$ cat config.mk
export PLATFORM = sky130hd
export DESIGN_NAME = output_path_filter_and_volume
export DESIGN_NICKNAME = d
export VERILOG_FILES = /design/src/shared/out_path_pkg.sv /design/src/verilog/output_path_filter_and_volume.sv /design/src/verilog/path_gain_ramp.sv
export SDC_FILE = /design/constraint.sdc
export NUM_CORES = 2
export LEC_CHECK = 0
export ABC_AREA = 1
export BUFFER_PORTS_ARGS = -buffer_cell sky130_fd_sc_hd__buf_2
export CAP_MARGIN = 40
export CORE_AREA = 5 5 298 300
export DETAILED_ROUTE_END_ITERATION = 16
export DIE_AREA = 0 0 303 305
export GPL_ROUTABILITY_DRIVEN = 0
export SETUP_SLACK_MARGIN = 0.15
export SYNTH_ARGS = -nofsm -noshare
export SYNTH_HDL_FRONTEND = slang
export SYNTH_SLANG_ARGS = --single-unit
$ cat constraint.sdc
create_clock -name REF_CLK -period 6.1 [get_ports REF_CLK]
set_input_delay 0 -clock REF_CLK [delete_from_list [all_inputs] [get_ports REF_CLK]]
set_output_delay 0 -clock REF_CLK [all_outputs]
set_load 0.01 [all_outputs]
$ cat src/shared/out_path_pkg.sv
// Constants for the output-path filter select and digital volume block.
// Assumes a 25 MHz register clock and a 32-bit APB register bus.
package out_path_pkg;

  // Bus shape and path count
  localparam int ADDR_W    = 16;
  localparam int DATA_W    = 32;
  localparam int NUM_PATHS = 8;
  localparam int IDX_W     = 14;

  // Register indices; byte address is four times the index
  localparam logic [IDX_W-1:0] IDX_RAMP   = 14'h0409;
  localparam logic [IDX_W-1:0] IDX_FILTER = 14'h044e;
  localparam logic [IDX_W-1:0] IDX_STATUS = 14'h044f;
  // Path order 0..7: 1L, 1R, 2L, 2R, 3L, 3R, 5L, 5R
  localparam logic [IDX_W-1:0] CFG_IDX [NUM_PATHS] = '{
    14'h0410, 14'h0414, 14'h0418, 14'h041c,
    14'h0420, 14'h0424, 14'h0430, 14'h0434};
  localparam logic [IDX_W-1:0] VOL_IDX [NUM_PATHS] = '{
    14'h0411, 14'h0415, 14'h0419, 14'h041d,
    14'h0421, 14'h0425, 14'h0431, 14'h0435};
  localparam logic [NUM_PATHS-1:0] PDM_PATH = 8'hc0;

  // Field positions
  localparam int FILT_EN_BIT = 14;
  localparam int UPDATE_BIT  = 9;
  localparam int MUTE_BIT    = 8;
  localparam int FALL_LSB    = 4;
  localparam int RISE_LSB    = 0;
  localparam int SILENT_LSB  = 8;

  // Reset values
  localparam logic [7:0] VOL_RST    = 8'h80;
  localparam logic       MUTE_RST   = 1'b1;
  localparam logic       FILT_RST   = 1'b0;
  localparam logic [2:0] RATE_RST   = 3'h2;
  localparam logic [3:0] TYPE_RST   = 4'h0;

  // Gain scale: internal steps of 0.125 dB, four per register code
  localparam int          GAIN_W         = 11;
  localparam int          STEPS_PER_6DB  = 48;
  localparam logic [10:0] ANALOG_FLOOR   = 11'h030;
  localparam logic [10:0] PDM_FLOOR      = 11'h000;

  // Filter type codes and families
  localparam logic [3:0] TYPE_GROUP_A   = 4'h4;
  localparam logic [3:0] TYPE_GROUP_B   = 4'h8;
  localparam logic [3:0] TYPE_NONINTERP = 4'hc;
  typedef enum logic [2:0] {
    FAM_DEEP      = 3'h0,
    FAM_ANTIALIAS = 3'h1,
    FAM_GROUP_A   = 3'h2,
    FAM_GROUP_B   = 3'h3,
    FAM_NONINTERP = 3'h4
  } filter_family_t;

  // Timing
  localparam int CLK_PERIOD_NS = 40;
  localparam int CNT_W         = 14;
  localparam int RELOAD_CYCLES = 16;
  localparam int RAMP_TIME_US [8] = '{0, 500, 1000, 2000,
                                      4000, 8000, 15000, 30000};

  // Cycles per 0.125 dB step for a time per 6 dB, rounded down
  function automatic int step_cycles(input int time_us);
    return (time_us * 1000) / (CLK_PERIOD_NS * STEPS_PER_6DB);
  endfunction

endpackage

$ cat src/verilog/output_path_filter_and_volume.sv
// Output-path hi-fi filter select and digital volume with gain ramps.
// Assumes an APB master on REF_CLK; path outputs feed the sample engine.
//
// Contract
// - Per-path filter enable, bit 14, reset 0.
// - One 4-bit filter type, bits 3:0, shared.
// - Types 0-1 deep stopband, 2-3 antialias.
// - Types 4-B: two groups, each non-apodizing then apodizing.
// - Types C-F non-interpolating, four variants.
// - Volume bits 7:0, reset 0x80, half-dB steps.
// - Per-path mute bit 8, reset muted.
// - Gain changes ramp; rise and fall rates.
// - Fall rate bits 6:4, rise 2:0, reset 010.
// - Rate codes give time per 6 dB.
// - Volume writes stay pending until update.
// - Update bit 9 applies all paths together.
// - Internal gain moves in 0.125 dB steps.
// - PDM path sits 6 dB below core.
// - One filter type active, per-path enables.
// - Type change with filter on interrupts briefly.
module output_path_filter_and_volume
  import out_path_pkg::*;
#(
  parameter int STEP_CYC_8MS  = step_cycles(RAMP_TIME_US[5]),
  parameter int STEP_CYC_15MS = step_cycles(RAMP_TIME_US[6]),
  parameter int STEP_CYC_30MS = step_cycles(RAMP_TIME_US[7]),
  parameter int RELOAD_CYC    = RELOAD_CYCLES
) (
  // Clock and reset
  input  wire logic                  REF_CLK,
  input  wire logic                  SYS_RST,
  // APB slave
  input  wire logic                  PSEL,
  input  wire logic                  PENABLE,
  input  wire logic                  PWRITE,
  input  wire logic [ADDR_W-1:0]     PADDR,
  input  wire logic [DATA_W-1:0]     PWDATA,
  output logic      [DATA_W-1:0]     PRDATA,
  output logic                       PREADY,
  output logic                       PSLVERR,
  // Shared filter selection
  output logic      [3:0]            FILTER_TYPE,
  output logic      [2:0]            FILTER_FAMILY,
  output logic                       FILTER_MIN_PHASE,
  output logic                       FILTER_APODIZING,
  output logic                       FILTER_NONINTERP,
  output logic                       FILTER_RELOAD,
  // Per-path state, 0..7 = 1L 1R 2L 2R 3L 3R 5L 5R
  output logic      [NUM_PATHS-1:0]  PATH_FILTER_ON,
  output logic      [NUM_PATHS-1:0]  PATH_SILENT,
  output logic      [NUM_PATHS-1:0]  PATH_RAMPING,
  output logic [NUM_PATHS-1:0][GAIN_W-1:0] PATH_GAIN
);

  // Register state
  logic [2:0]           rise_rate_reg;
  logic [2:0]           fall_rate_reg;
  logic [3:0]           type_reg;
  logic [NUM_PATHS-1:0] filt_en_reg;
  logic [7:0]           pend_vol_reg  [NUM_PATHS];
  logic [NUM_PATHS-1:0] pend_mute_reg;
  logic [7:0]           act_vol_reg   [NUM_PATHS];
  logic [NUM_PATHS-1:0] act_mute_reg;
  logic [7:0]           pend_vol_next [NUM_PATHS];
  logic [NUM_PATHS-1:0] pend_mute_next;

  // Bus decode
  logic [IDX_W-1:0]     idx;
  logic                 aligned;
  logic                 access;
  logic                 wr;
  logic [NUM_PATHS-1:0] hit_cfg;
  logic [NUM_PATHS-1:0] hit_vol;
  logic                 hit_ramp;
  logic                 hit_filter;
  logic                 hit_status;
  logic                 mapped;
  logic                 update;
  logic [DATA_W-1:0]    rdata;

  // Ramp timing and path state from the ramp engines
  logic [CNT_W-1:0]      rise_cyc;
  logic [CNT_W-1:0]      fall_cyc;
  logic [NUM_PATHS-1:0]  silent;
  logic [NUM_PATHS-1:0]  ramping;
  logic [GAIN_W-1:0]     gain [NUM_PATHS];
  logic [$clog2(RELOAD_CYCLES+1)+4:0] reload_cnt_reg;
  logic [2:0]            family;

  // Address decode; registers sit at four times their index
  assign idx        = PADDR[IDX_W+1:2];
  assign aligned    = PADDR[1:0] == 2'b00;
  assign access     = PSEL && PENABLE && PREADY;
  assign wr         = access && PWRITE;
  assign hit_ramp   = aligned && (idx == IDX_RAMP);
  assign hit_filter = aligned && (idx == IDX_FILTER);
  assign hit_status = aligned && (idx == IDX_STATUS);
  assign mapped     = hit_ramp || hit_filter || hit_status
                      || (|hit_cfg) || (|hit_vol);

  // Per-path decode hits
  always_comb begin
    for (int p = 0; p < NUM_PATHS; p++) begin
      hit_cfg[p] = aligned && (idx == CFG_IDX[p]);
      hit_vol[p] = aligned && (idx == VOL_IDX[p]);
    end
  end

  // Update strobe: any volume register written with bit 9 set
  assign update = wr && (|hit_vol) && PWDATA[UPDATE_BIT];

  // Pending values after this cycle's write; the written value joins
  // the update that it carries
  always_comb begin
    for (int p = 0; p < NUM_PATHS; p++) begin
      pend_vol_next[p]  = pend_vol_reg[p];
      pend_mute_next[p] = pend_mute_reg[p];
      if (wr && hit_vol[p]) begin
        pend_vol_next[p]  = PWDATA[7:0];
        pend_mute_next[p] = PWDATA[MUTE_BIT];
      end
    end
  end

  // APB handshake: one wait state so read data leaves a flip-flop
  always_ff @(posedge REF_CLK) begin
    if (SYS_RST) begin
      PREADY  <= 1'b0;
      PSLVERR <= 1'b0;
      PRDATA  <= '0;
    end else begin
      PREADY  <= PSEL && PENABLE && !PREADY;
      PSLVERR <= PSEL && PENABLE && !PREADY && !mapped;
      PRDATA  <= (PSEL && PENABLE && !PREADY && !PWRITE) ? rdata : '0;
    end
  end

  // Read mux; update bit is write-only and reads zero
  always_comb begin
    rdata = '0;
    if (hit_ramp) begin
      rdata[FALL_LSB +: 3] = fall_rate_reg;
      rdata[RISE_LSB +: 3] = rise_rate_reg;
    end
    if (hit_filter) begin
      rdata[3:0] = type_reg;
    end
    if (hit_status) begin
      rdata[NUM_PATHS-1:0]            = ramping;
      rdata[SILENT_LSB +: NUM_PATHS]  = silent;
    end
    for (int p = 0; p < NUM_PATHS; p++) begin
      if (hit_cfg[p]) begin
        rdata[FILT_EN_BIT] = filt_en_reg[p];
      end
      if (hit_vol[p]) begin
        rdata[7:0]      = pend_vol_reg[p];
        rdata[MUTE_BIT] = pend_mute_reg[p];
      end
    end
  end

  // Ramp rate register; software leaves it alone mid-ramp
  always_ff @(posedge REF_CLK) begin
    if (SYS_RST) begin
      rise_rate_reg <= RATE_RST;
      fall_rate_reg <= RATE_RST;
    end else if (wr && hit_ramp) begin
      rise_rate_reg <= PWDATA[RISE_LSB +: 3];
      fall_rate_reg <= PWDATA[FALL_LSB +: 3];
    end
  end

  // Filter type and per-path enables
  always_ff @(posedge REF_CLK) begin
    if (SYS_RST) begin
      type_reg    <= TYPE_RST;
      filt_en_reg <= {NUM_PATHS{FILT_RST}};
    end else begin
      if (wr && hit_filter) begin
        type_reg <= PWDATA[3:0];
      end
      for (int p = 0; p < NUM_PATHS; p++) begin
        if (wr && hit_cfg[p]) begin
          filt_en_reg[p] <= PWDATA[FILT_EN_BIT];
        end
      end
    end
  end

  // Pending and applied volume; applied only moves on the update strobe
  always_ff @(posedge REF_CLK) begin
    if (SYS_RST) begin
      pend_mute_reg <= {NUM_PATHS{MUTE_RST}};
      act_mute_reg  <= {NUM_PATHS{MUTE_RST}};
      for (int p = 0; p < NUM_PATHS; p++) begin
        pend_vol_reg[p] <= VOL_RST;
        act_vol_reg[p]  <= VOL_RST;
      end
    end else begin
      pend_mute_reg <= pend_mute_next;
      for (int p = 0; p < NUM_PATHS; p++) begin
        pend_vol_reg[p] <= pend_vol_next[p];
      end
      if (update) begin
        act_mute_reg <= pend_mute_next;
        for (int p = 0; p < NUM_PATHS; p++) begin
          act_vol_reg[p] <= pend_vol_next[p];
        end
      end
    end
  end

  // Rate code to cycles per fine step; the long ones are parameters
  function automatic logic [CNT_W-1:0] rate_cycles(input logic [2:0] code);
    case (code)
      3'h0:    return '0;
      3'h1:    return CNT_W'(step_cycles(RAMP_TIME_US[1]));
      3'h2:    return CNT_W'(step_cycles(RAMP_TIME_US[2]));
      3'h3:    return CNT_W'(step_cycles(RAMP_TIME_US[3]));
      3'h4:    return CNT_W'(step_cycles(RAMP_TIME_US[4]));
      3'h5:    return CNT_W'(STEP_CYC_8MS);
      3'h6:    return CNT_W'(STEP_CYC_15MS);
      default: return CNT_W'(STEP_CYC_30MS);
    endcase
  endfunction

  assign rise_cyc = rate_cycles(rise_rate_reg);
  assign fall_cyc = rate_cycles(fall_rate_reg);

  // One ramp engine per path; PDM paths sit 6 dB lower on the same scale
  generate
    for (genvar p = 0; p < NUM_PATHS; p++) begin : g_path
      path_gain_ramp #(
        .FLOOR (PDM_PATH[p] ? PDM_FLOOR : ANALOG_FLOOR)
      ) u_ramp (
        .clk         (REF_CLK),
        .rst         (SYS_RST),
        .target_code (act_vol_reg[p]),
        .mute        (act_mute_reg[p]),
        .rise_cyc    (rise_cyc),
        .fall_cyc    (fall_cyc),
        .gain        (gain[p]),
        .silent      (silent[p]),
        .ramping     (ramping[p])
      );
    end
  endgenerate

  // Family of the shared filter type
  always_comb begin
    if (type_reg >= TYPE_NONINTERP) begin
      family = FAM_NONINTERP;
    end else if (type_reg >= TYPE_GROUP_B) begin
      family = FAM_GROUP_B;
    end else if (type_reg >= TYPE_GROUP_A) begin
      family = FAM_GROUP_A;
    end else if (type_reg[1]) begin
      family = FAM_ANTIALIAS;
    end else begin
      family = FAM_DEEP;
    end
  end

  // Filter outputs; one type serves every enabled path
  always_ff @(posedge REF_CLK) begin
    if (SYS_RST) begin
      FILTER_TYPE      <= TYPE_RST;
      FILTER_FAMILY    <= FAM_DEEP;
      FILTER_MIN_PHASE <= 1'b0;
      FILTER_APODIZING <= 1'b0;
      FILTER_NONINTERP <= 1'b0;
      PATH_FILTER_ON   <= '0;
    end else begin
      FILTER_TYPE      <= type_reg;
      FILTER_FAMILY    <= family;
      FILTER_MIN_PHASE <= type_reg[0];
      FILTER_APODIZING <= (type_reg >= TYPE_GROUP_A) && type_reg[1];
      FILTER_NONINTERP <= type_reg >= TYPE_NONINTERP;
      PATH_FILTER_ON   <= filt_en_reg;
    end
  end

  // Coefficient reload gap: a changed type with any path filtering
  // holds playback off while the new preset loads
  always_ff @(posedge REF_CLK) begin
    if (SYS_RST) begin
      reload_cnt_reg <= '0;
      FILTER_RELOAD  <= 1'b0;
    end else begin
      if (wr && hit_filter && (PWDATA[3:0] != type_reg)
          && (|filt_en_reg)) begin
        reload_cnt_reg <= ($bits(reload_cnt_reg))'(RELOAD_CYC);
        FILTER_RELOAD  <= 1'b1;
      end else if (reload_cnt_reg != '0) begin
        reload_cnt_reg <= reload_cnt_reg - 1'b1;
        FILTER_RELOAD  <= reload_cnt_reg != 1;
      end else begin
        FILTER_RELOAD  <= 1'b0;
      end
    end
  end

  // Path state outputs, one cycle behind the ramp engines
  always_ff @(posedge REF_CLK) begin
    if (SYS_RST) begin
      PATH_SILENT  <= '1;
      PATH_RAMPING <= '0;
      for (int p = 0; p < NUM_PATHS; p++) begin
        PATH_GAIN[p] <= PDM_PATH[p] ? PDM_FLOOR : ANALOG_FLOOR;
      end
    end else begin
      PATH_SILENT  <= silent;
      PATH_RAMPING <= ramping;
      for (int p = 0; p < NUM_PATHS; p++) begin
        PATH_GAIN[p] <= gain[p];
      end
    end
  end

endmodule

$ cat src/verilog/path_gain_ramp.sv
// One output path's gain ramp, stepping 0.125 dB at a time, or jumping straight to the target when the rate code is 0.
// Assumes target and mute come from the applied (not pending) settings.
module path_gain_ramp
  import out_path_pkg::*;
#(
  parameter logic [10:0] FLOOR = ANALOG_FLOOR
) (
  // Clock and reset
  input  wire logic              clk,
  input  wire logic              rst,
  // Applied settings and step periods
  input  wire logic [7:0]        target_code,
  input  wire logic              mute,
  input  wire logic [CNT_W-1:0]  rise_cyc,
  input  wire logic [CNT_W-1:0]  fall_cyc,
  // Gain state
  output logic [GAIN_W-1:0]      gain,
  output logic                   silent,
  output logic                   ramping
);

  logic [GAIN_W-1:0] target;
  logic [GAIN_W-1:0] gain_next;
  logic [CNT_W-1:0]  cnt_reg;
  logic [CNT_W-1:0]  cnt_next;
  logic [CNT_W-1:0]  cyc;
  logic              up;

  // Mute ramps to the floor; codes sit four fine steps apart
  assign target = mute ? FLOOR : GAIN_W'(FLOOR + {1'b0, target_code, 2'b00});
  assign up     = target > gain;
  assign cyc    = up ? rise_cyc : fall_cyc;

  // One fine step per period; a new target is chased from where we are
  always_comb begin
    gain_next = gain;
    cnt_next  = '0;
    if (gain != target) begin
      if (cyc == '0) begin
        gain_next = target; // Zero time per 6 dB jumps at once
      end else if (cnt_reg + 1'b1 >= cyc) begin
        gain_next = up ? GAIN_W'(gain + 1'b1) : GAIN_W'(gain - 1'b1);
      end else begin
        cnt_next = CNT_W'(cnt_reg + 1'b1);
      end
    end
  end

  // Ramp state
  always_ff @(posedge clk) begin
    if (rst) begin
      gain    <= FLOOR;
      cnt_reg <= '0;
      silent  <= 1'b1;
      ramping <= 1'b0;
    end else begin
      gain    <= gain_next;
      cnt_reg <= cnt_next;
      silent  <= mute && (gain_next == FLOOR); // Silence only once faded
      ramping <= gain_next != target;
    end
  end

endmodule

# Word level (Yosys, flattened, before mapping)
# Memories as Yosys holds them, arrays and structs flattened.
# Cells that the tools add are included.
# op_classes
add_sub_neg	31
mul	0
div	0
n_lt_le_gt_ge	19
eq_ne	55
n_shift	0
n_mux	116
bitwise	26
n_reduce_logical	93
# ops
cell	n
two-way mux 11 bit	38
== test 14 x 11 -> 1 bit, second input constant	19
one-hot mux 14 bit (7 select lines)	2
two-way mux 8 bit	24
!= test 11 bit	16
adder 14 x 1 -> 14 bit, second input constant	8
>= comparator 14 bit	8
zero test 14 bit	8
two-way mux 14 bit	8
adder 11 x 1 -> 11 bit, second input constant	8
greater-than comparator 11 bit	8
subtractor 11 x 1 -> 11 bit, second input constant	8
two-way mux 9 bit	8
adder 6 x 10 -> 11 bit, first input constant	6
== test 11 x 6 -> 1 bit, second input constant	6
logical AND 1 bit	56
OR reduction 4 bit	8
two-way mux 1 bit	25
OR reduction 8 bit	3
zero test 11 bit	2
two-way mux 10 bit	2
== test 3 bit, second input constant	6
OR 1 bit	16
two-way mux 15 bit	1
other kinds (20)	46
# totals
regBits	417
latch_bits	0
mem_bits_rw	128
romBits	0
in_bits	53
wordCells	412
n_memories	2
# memory_table
name	words	width	read_ports	rd_clocked_by_memory_dff	wr	line	rtl
act_vol_reg	8	8	8	0	8	output_path_filter_and_volume.sv:62	logic [7:0] act_vol_reg [NUM_PATHS];
pend_vol_reg	8	8	8	0	8	output_path_filter_and_volume.sv:60	logic [7:0] pend_vol_reg [NUM_PATHS];

# Longest topological paths before layout
# logic_depth
ltp_word	13
mapped_depth	38
depth_no_buf	36

# Hierarchy
# A second synthesis with hierarchy kept.
# hier_totals
cells_unflattened	5717
hier_area_um2	37563.5
# by_module_without_submodules
module	n_inst	cells_per_inst	area_each_um2	seq_area_each_um2
path_gain_ramp at g_path[0].u_ramp ...	4	547	3220.6	540.5
output_path_filter_and_volume	1	1468	12344.3	6866.6
path_gain_ramp at g_path[1].u_ramp	1	532	3165.5	540.5
path_gain_ramp at g_path[2].u_ramp	1	537	3146.8	540.5
path_gain_ramp at g_path[7].u_ramp	1	515	3133.0	540.5
path_gain_ramp at g_path[6].u_ramp	1	477	2891.5	540.5

# Least setup slack after synthesis
# No wires, ideal clock.
# synth_path
path_kind	reg-to-reg
startpoint	memory act_vol_reg[3][2], in the netlist act_vol_reg[0][26]
endpoint	register g_path[3].u_ramp.ramping
arrival_ns	4.552
t_required_ns	5.990
slack_ns	1.438
stages_incl_launch_ff	32
period_less_slack_ns	4.662
cell_sequence	edfxtp_1 > inv_1 > ha_1 > nor2_1 > nand2_1 > nor3_1 > ha_1 > a21o_1 > nor2_1 > nand3_2 > nand2_1 > buf_2 > clkbuf_1 > o21ai_0 > ha_1 > nand2_1 > nor2_1 > nor3b_1 > nand2_1 > nand3_1 > clkbuf_1 > nand2_1 > o21ai_0 > nand2_1 > nand3_1 > nand2_1 > nand2_1 > nand2_1 > nor2_1 > nand3_1 > nand2_1 > inv_1
# synth_rtl
element	line	rtl
start: declaration	output_path_filter_and_volume.sv:62	
end signal: assignment	path_gain_ramp.sv:60	ramping <= gain_next != target;
end: declaration	path_gain_ramp.sv:19	output logic ramping

==> results.py <==
metrics = {
    "run_status": {
        "run_status": "completed",
    },
    "grt": {
        "grt_pass1_vias": 31419,
        "grt_max_degree": 159,
        "grt_pass1_wl_mm": 169,
        "antenna_found_initial": 1,
        "gr-usage-all-layers_pct": 22.5,
        "gr-total-overflow": 0,
    },
    "floorplan": {
        "die-area_um2": 92400,
        "placeable_core_region_um2": 85900,
        "die_ht_um": 305,
        "boundaryPins": 210,
        "start_util_pct": 40.6,
        "row_count": 108,
        "floorplan.die.width_um": 303,
    },
    "clock_network": {
        "clk_root_buffer_cell": "clkbuf_16",
        "clock_tree.htree_level_count": 2,
        "ctsLongestPathBuffers": 3,
        "numCtsBuffers": 59,
        "worst_setup_hold_path_clk_slew_ps": 60,
        "tritoncts": "built",
        "tritoncts_num_sinks": 527,
        "clk_latency_ps": 650,
    },
    "sta": {
        "finalSetupViolCount": 0,
        "final.setup.worst_slack_ps": 708,
        "setup_repair_after_global_routing_missed_its_margin": "false",
        "layout_worst_path_cycle_share_pct": 88.4,
        "slew_viol_final": 0,
        "fin_setup_tns_ps": 0,
        "post-route-min-period_ps": 5390,
        "maxClockFrequency_ghz": 0.185,
        "skew_ps": 25.6,
        "number_of_endpoints_with_negative_hold_slack_in_the_final_report": 0,
        "worst_slew_margin_rel_pct": 34.8,
        "worstMarginPinSlew_ps": 968,
    },
    "power": {
        "power_per_cell_area_nw_per_um2": 206,
        "fin_total_pwr_mw": 8.10,
        "p_leak_nw": 20.1,
        "ir_drop_mv": 0.249,
    },
    "drt": {
        "wl_per_cell_um": 16.2,
        "detail_route.wirelength_mm": 107,
        "drt_iter0_markers": 2780,
        "detail_route.vias_per_cell": 5.10,
        "drcViolationCount": 0,
        "via_count": 33694,
        "detail_route.first_pass.iterations": 6,
        "detail-route-antenna-nets": 0,
    },
    "critical_path": {
        "critical_path.endpoint_type": "flip-flop",
        "timing.critical_path.required_ps": 6570,
        "critPathMaxFanout": 23,
        "criticalPathCategory": "reg -> reg",
        "critical_path.slowest_cell": "nor3_1",
        "critPathArrivalTime_ps": 5860,
        "start_kind": "flip-flop",
        "timing.critical_path.mode_cell": "nand2_1",
        "crit_path_max_incr_delay_ps": 580,
    },
    "yosys": {
        "netlist.area_leader.share_pct": 26.6,
        "synth_cell_types": 65,
        "yosysWarnings": 0,
        "synth_enable_flop_cells": 64,
        "synth_top_area_cell": "dfxtp_1",
        "synth_seq_cells": 527,
        "ys.flop_type": "dfxtp_1",
        "synth_seq_area_share_pct": 32.1,
        "synthArstFlopShare_pct": 0,
        "yosys-top-cells-area": "dfxtp_1, nand2_1, ha_1",
        "synth.cell_area_um2": 34900,
        "postSynthCellCount": 5231,
        "synthesis.area_per_instance_um2": 6.67,
    },
    "placed_design": {
        "numPortBuffers": 172,
        "place.detailed.instances": 6469,
        "dp_hpwl_mm": 81.3,
        "detailedPlace.worstSlack_ps": 689,
    },
    "flow_run": {
        "timing.max_cap.violations": 0,
    },
    "cells_and_area": {
        "most-common-layout-cells": "nand2_1, inv_1, nor2_1, dfxtp_1, nand3_1",
        "area.growth.synth_to_final_pct": 12.5,
        "finish.utilization_pct": 45.7,
        "leading_cell_type_in_the_layout_fill_and_taps_excluded": "nand2_1",
        "largest_reg_flops": 112,
        "n_fill_cell": 9025,
        "final_cells": 6609,
        "antenna_cells_inserted": 0,
        "drive_above_1_share_pct": 8.25,
        "nets_final": 5737,
    },
    "worst_hold_path": {
        "kind_of_path_behind_the_tightest_hold_check": "in -> reg",
    },
}
[power by group]
group          switching, mW  internal (mW)
registers             0.0650           3.60
clock network           1.53           2.19
logic                  0.493          0.224
total                   2.09           6.01
[worst paths after layout]
kind / start / end / slack (ps) / cells past startpoint
worst max-delay path: act_vol_reg[0][18] / g_path[2].u_ramp.ramping / 710 / 33
worst min-delay path: PADDR[8] / pend_vol_reg[1][7] / 70 / 9
worst max register to register: act_vol_reg[0][18] / g_path[2].u_ramp.ramping / 710 / 33
worst min register to register: g_path[2].u_ramp.silent / PATH_SILENT[2] / 430 / 2
[worst max-delay path, delay by kind of cell, from the launching register on]
| family | cells | cell delay (ps) |
|---|---|---|
| adders and majority gates | 3 | 860 |
| DFF | 1 | 320 |
| buffers and inverters | 6 | 760 |
| AOI/OAI and AO/OA | 3 | 350 |
| and+or+nand+nor | 21 | 2950 |
[area by class of cell]
cell class              count  area [µm²]  share of cell area [%]
multi-input cells        3743       19900                    50.8
flip-flops and latches    527       11200                    28.5
inverters                 829        3120                    7.94
clock buffers              86        1770                    4.52
repair buffers            246        1550                    3.95
well taps                1155        1450                    3.68
clock inverters            23         245                   0.625
[metal layers]
layer	part of all wire (%)	GRT usage (%)	wire, µm
met5	0	0	0
met4	2.5	5.44	2660
met3	6.8	3.28	7230
met2	44	36.1	46900
met1	47	31.9	50100
[Yosys cell counts (16+ instances only)]
cell	count
a21oi_1	201
a31oi_1	19
buf_2	17
buf_4	22
clkbuf_1	88
dfxtp_1	463
edfxtp_1	64
ha_1	270
inv_1	795
inv_2	24
nand2_1	1218
nand2_2	16
nand3_1	394
nand4_1	137
nor2_1	649
nor3_1	142
nor3_2	22
nor4_1	34
o211ai_1	24
o21ai_0	315
xnor2_1	36
xor2_1	74
[per-stage QoR]
| stage | hold WS, ps | cell area (µm²) |
|---|---|---|
| after floorplan | 183 | 35000 |
| after global placement | 334 | 36800 |
| after detailed placement | 341 | 36900 |
| after CTS | 13.5 | 39200 |
| after global routing | 92.1 | 39300 |
| final | 65.8 | 39300 |
[kinds of logic after synthesis]
kind of cell | Yosys count | synth area share [%]
AOI/OAI and AO/OA | 620 | 9.68
xor gates and xnor gates | 110 | 2.76
other | 1 | 0.0107
DFF | 527 | 32.1
adders and majority gates | 278 | 10.1
buffers and inverters | 976 | 11.0
and+or+nand+nor | 2710 | 34.1
muxes | 9 | 0.258
[timing repair]
action,4_1_cts,5_1_grt
hold buffers,31,0
buffers inserted,0,0
endpoints found under the setup margin,0,4
endpoints found under the hold margin,145,0
gates resized for setup,0,3
(Power assumes the default switching activity.)
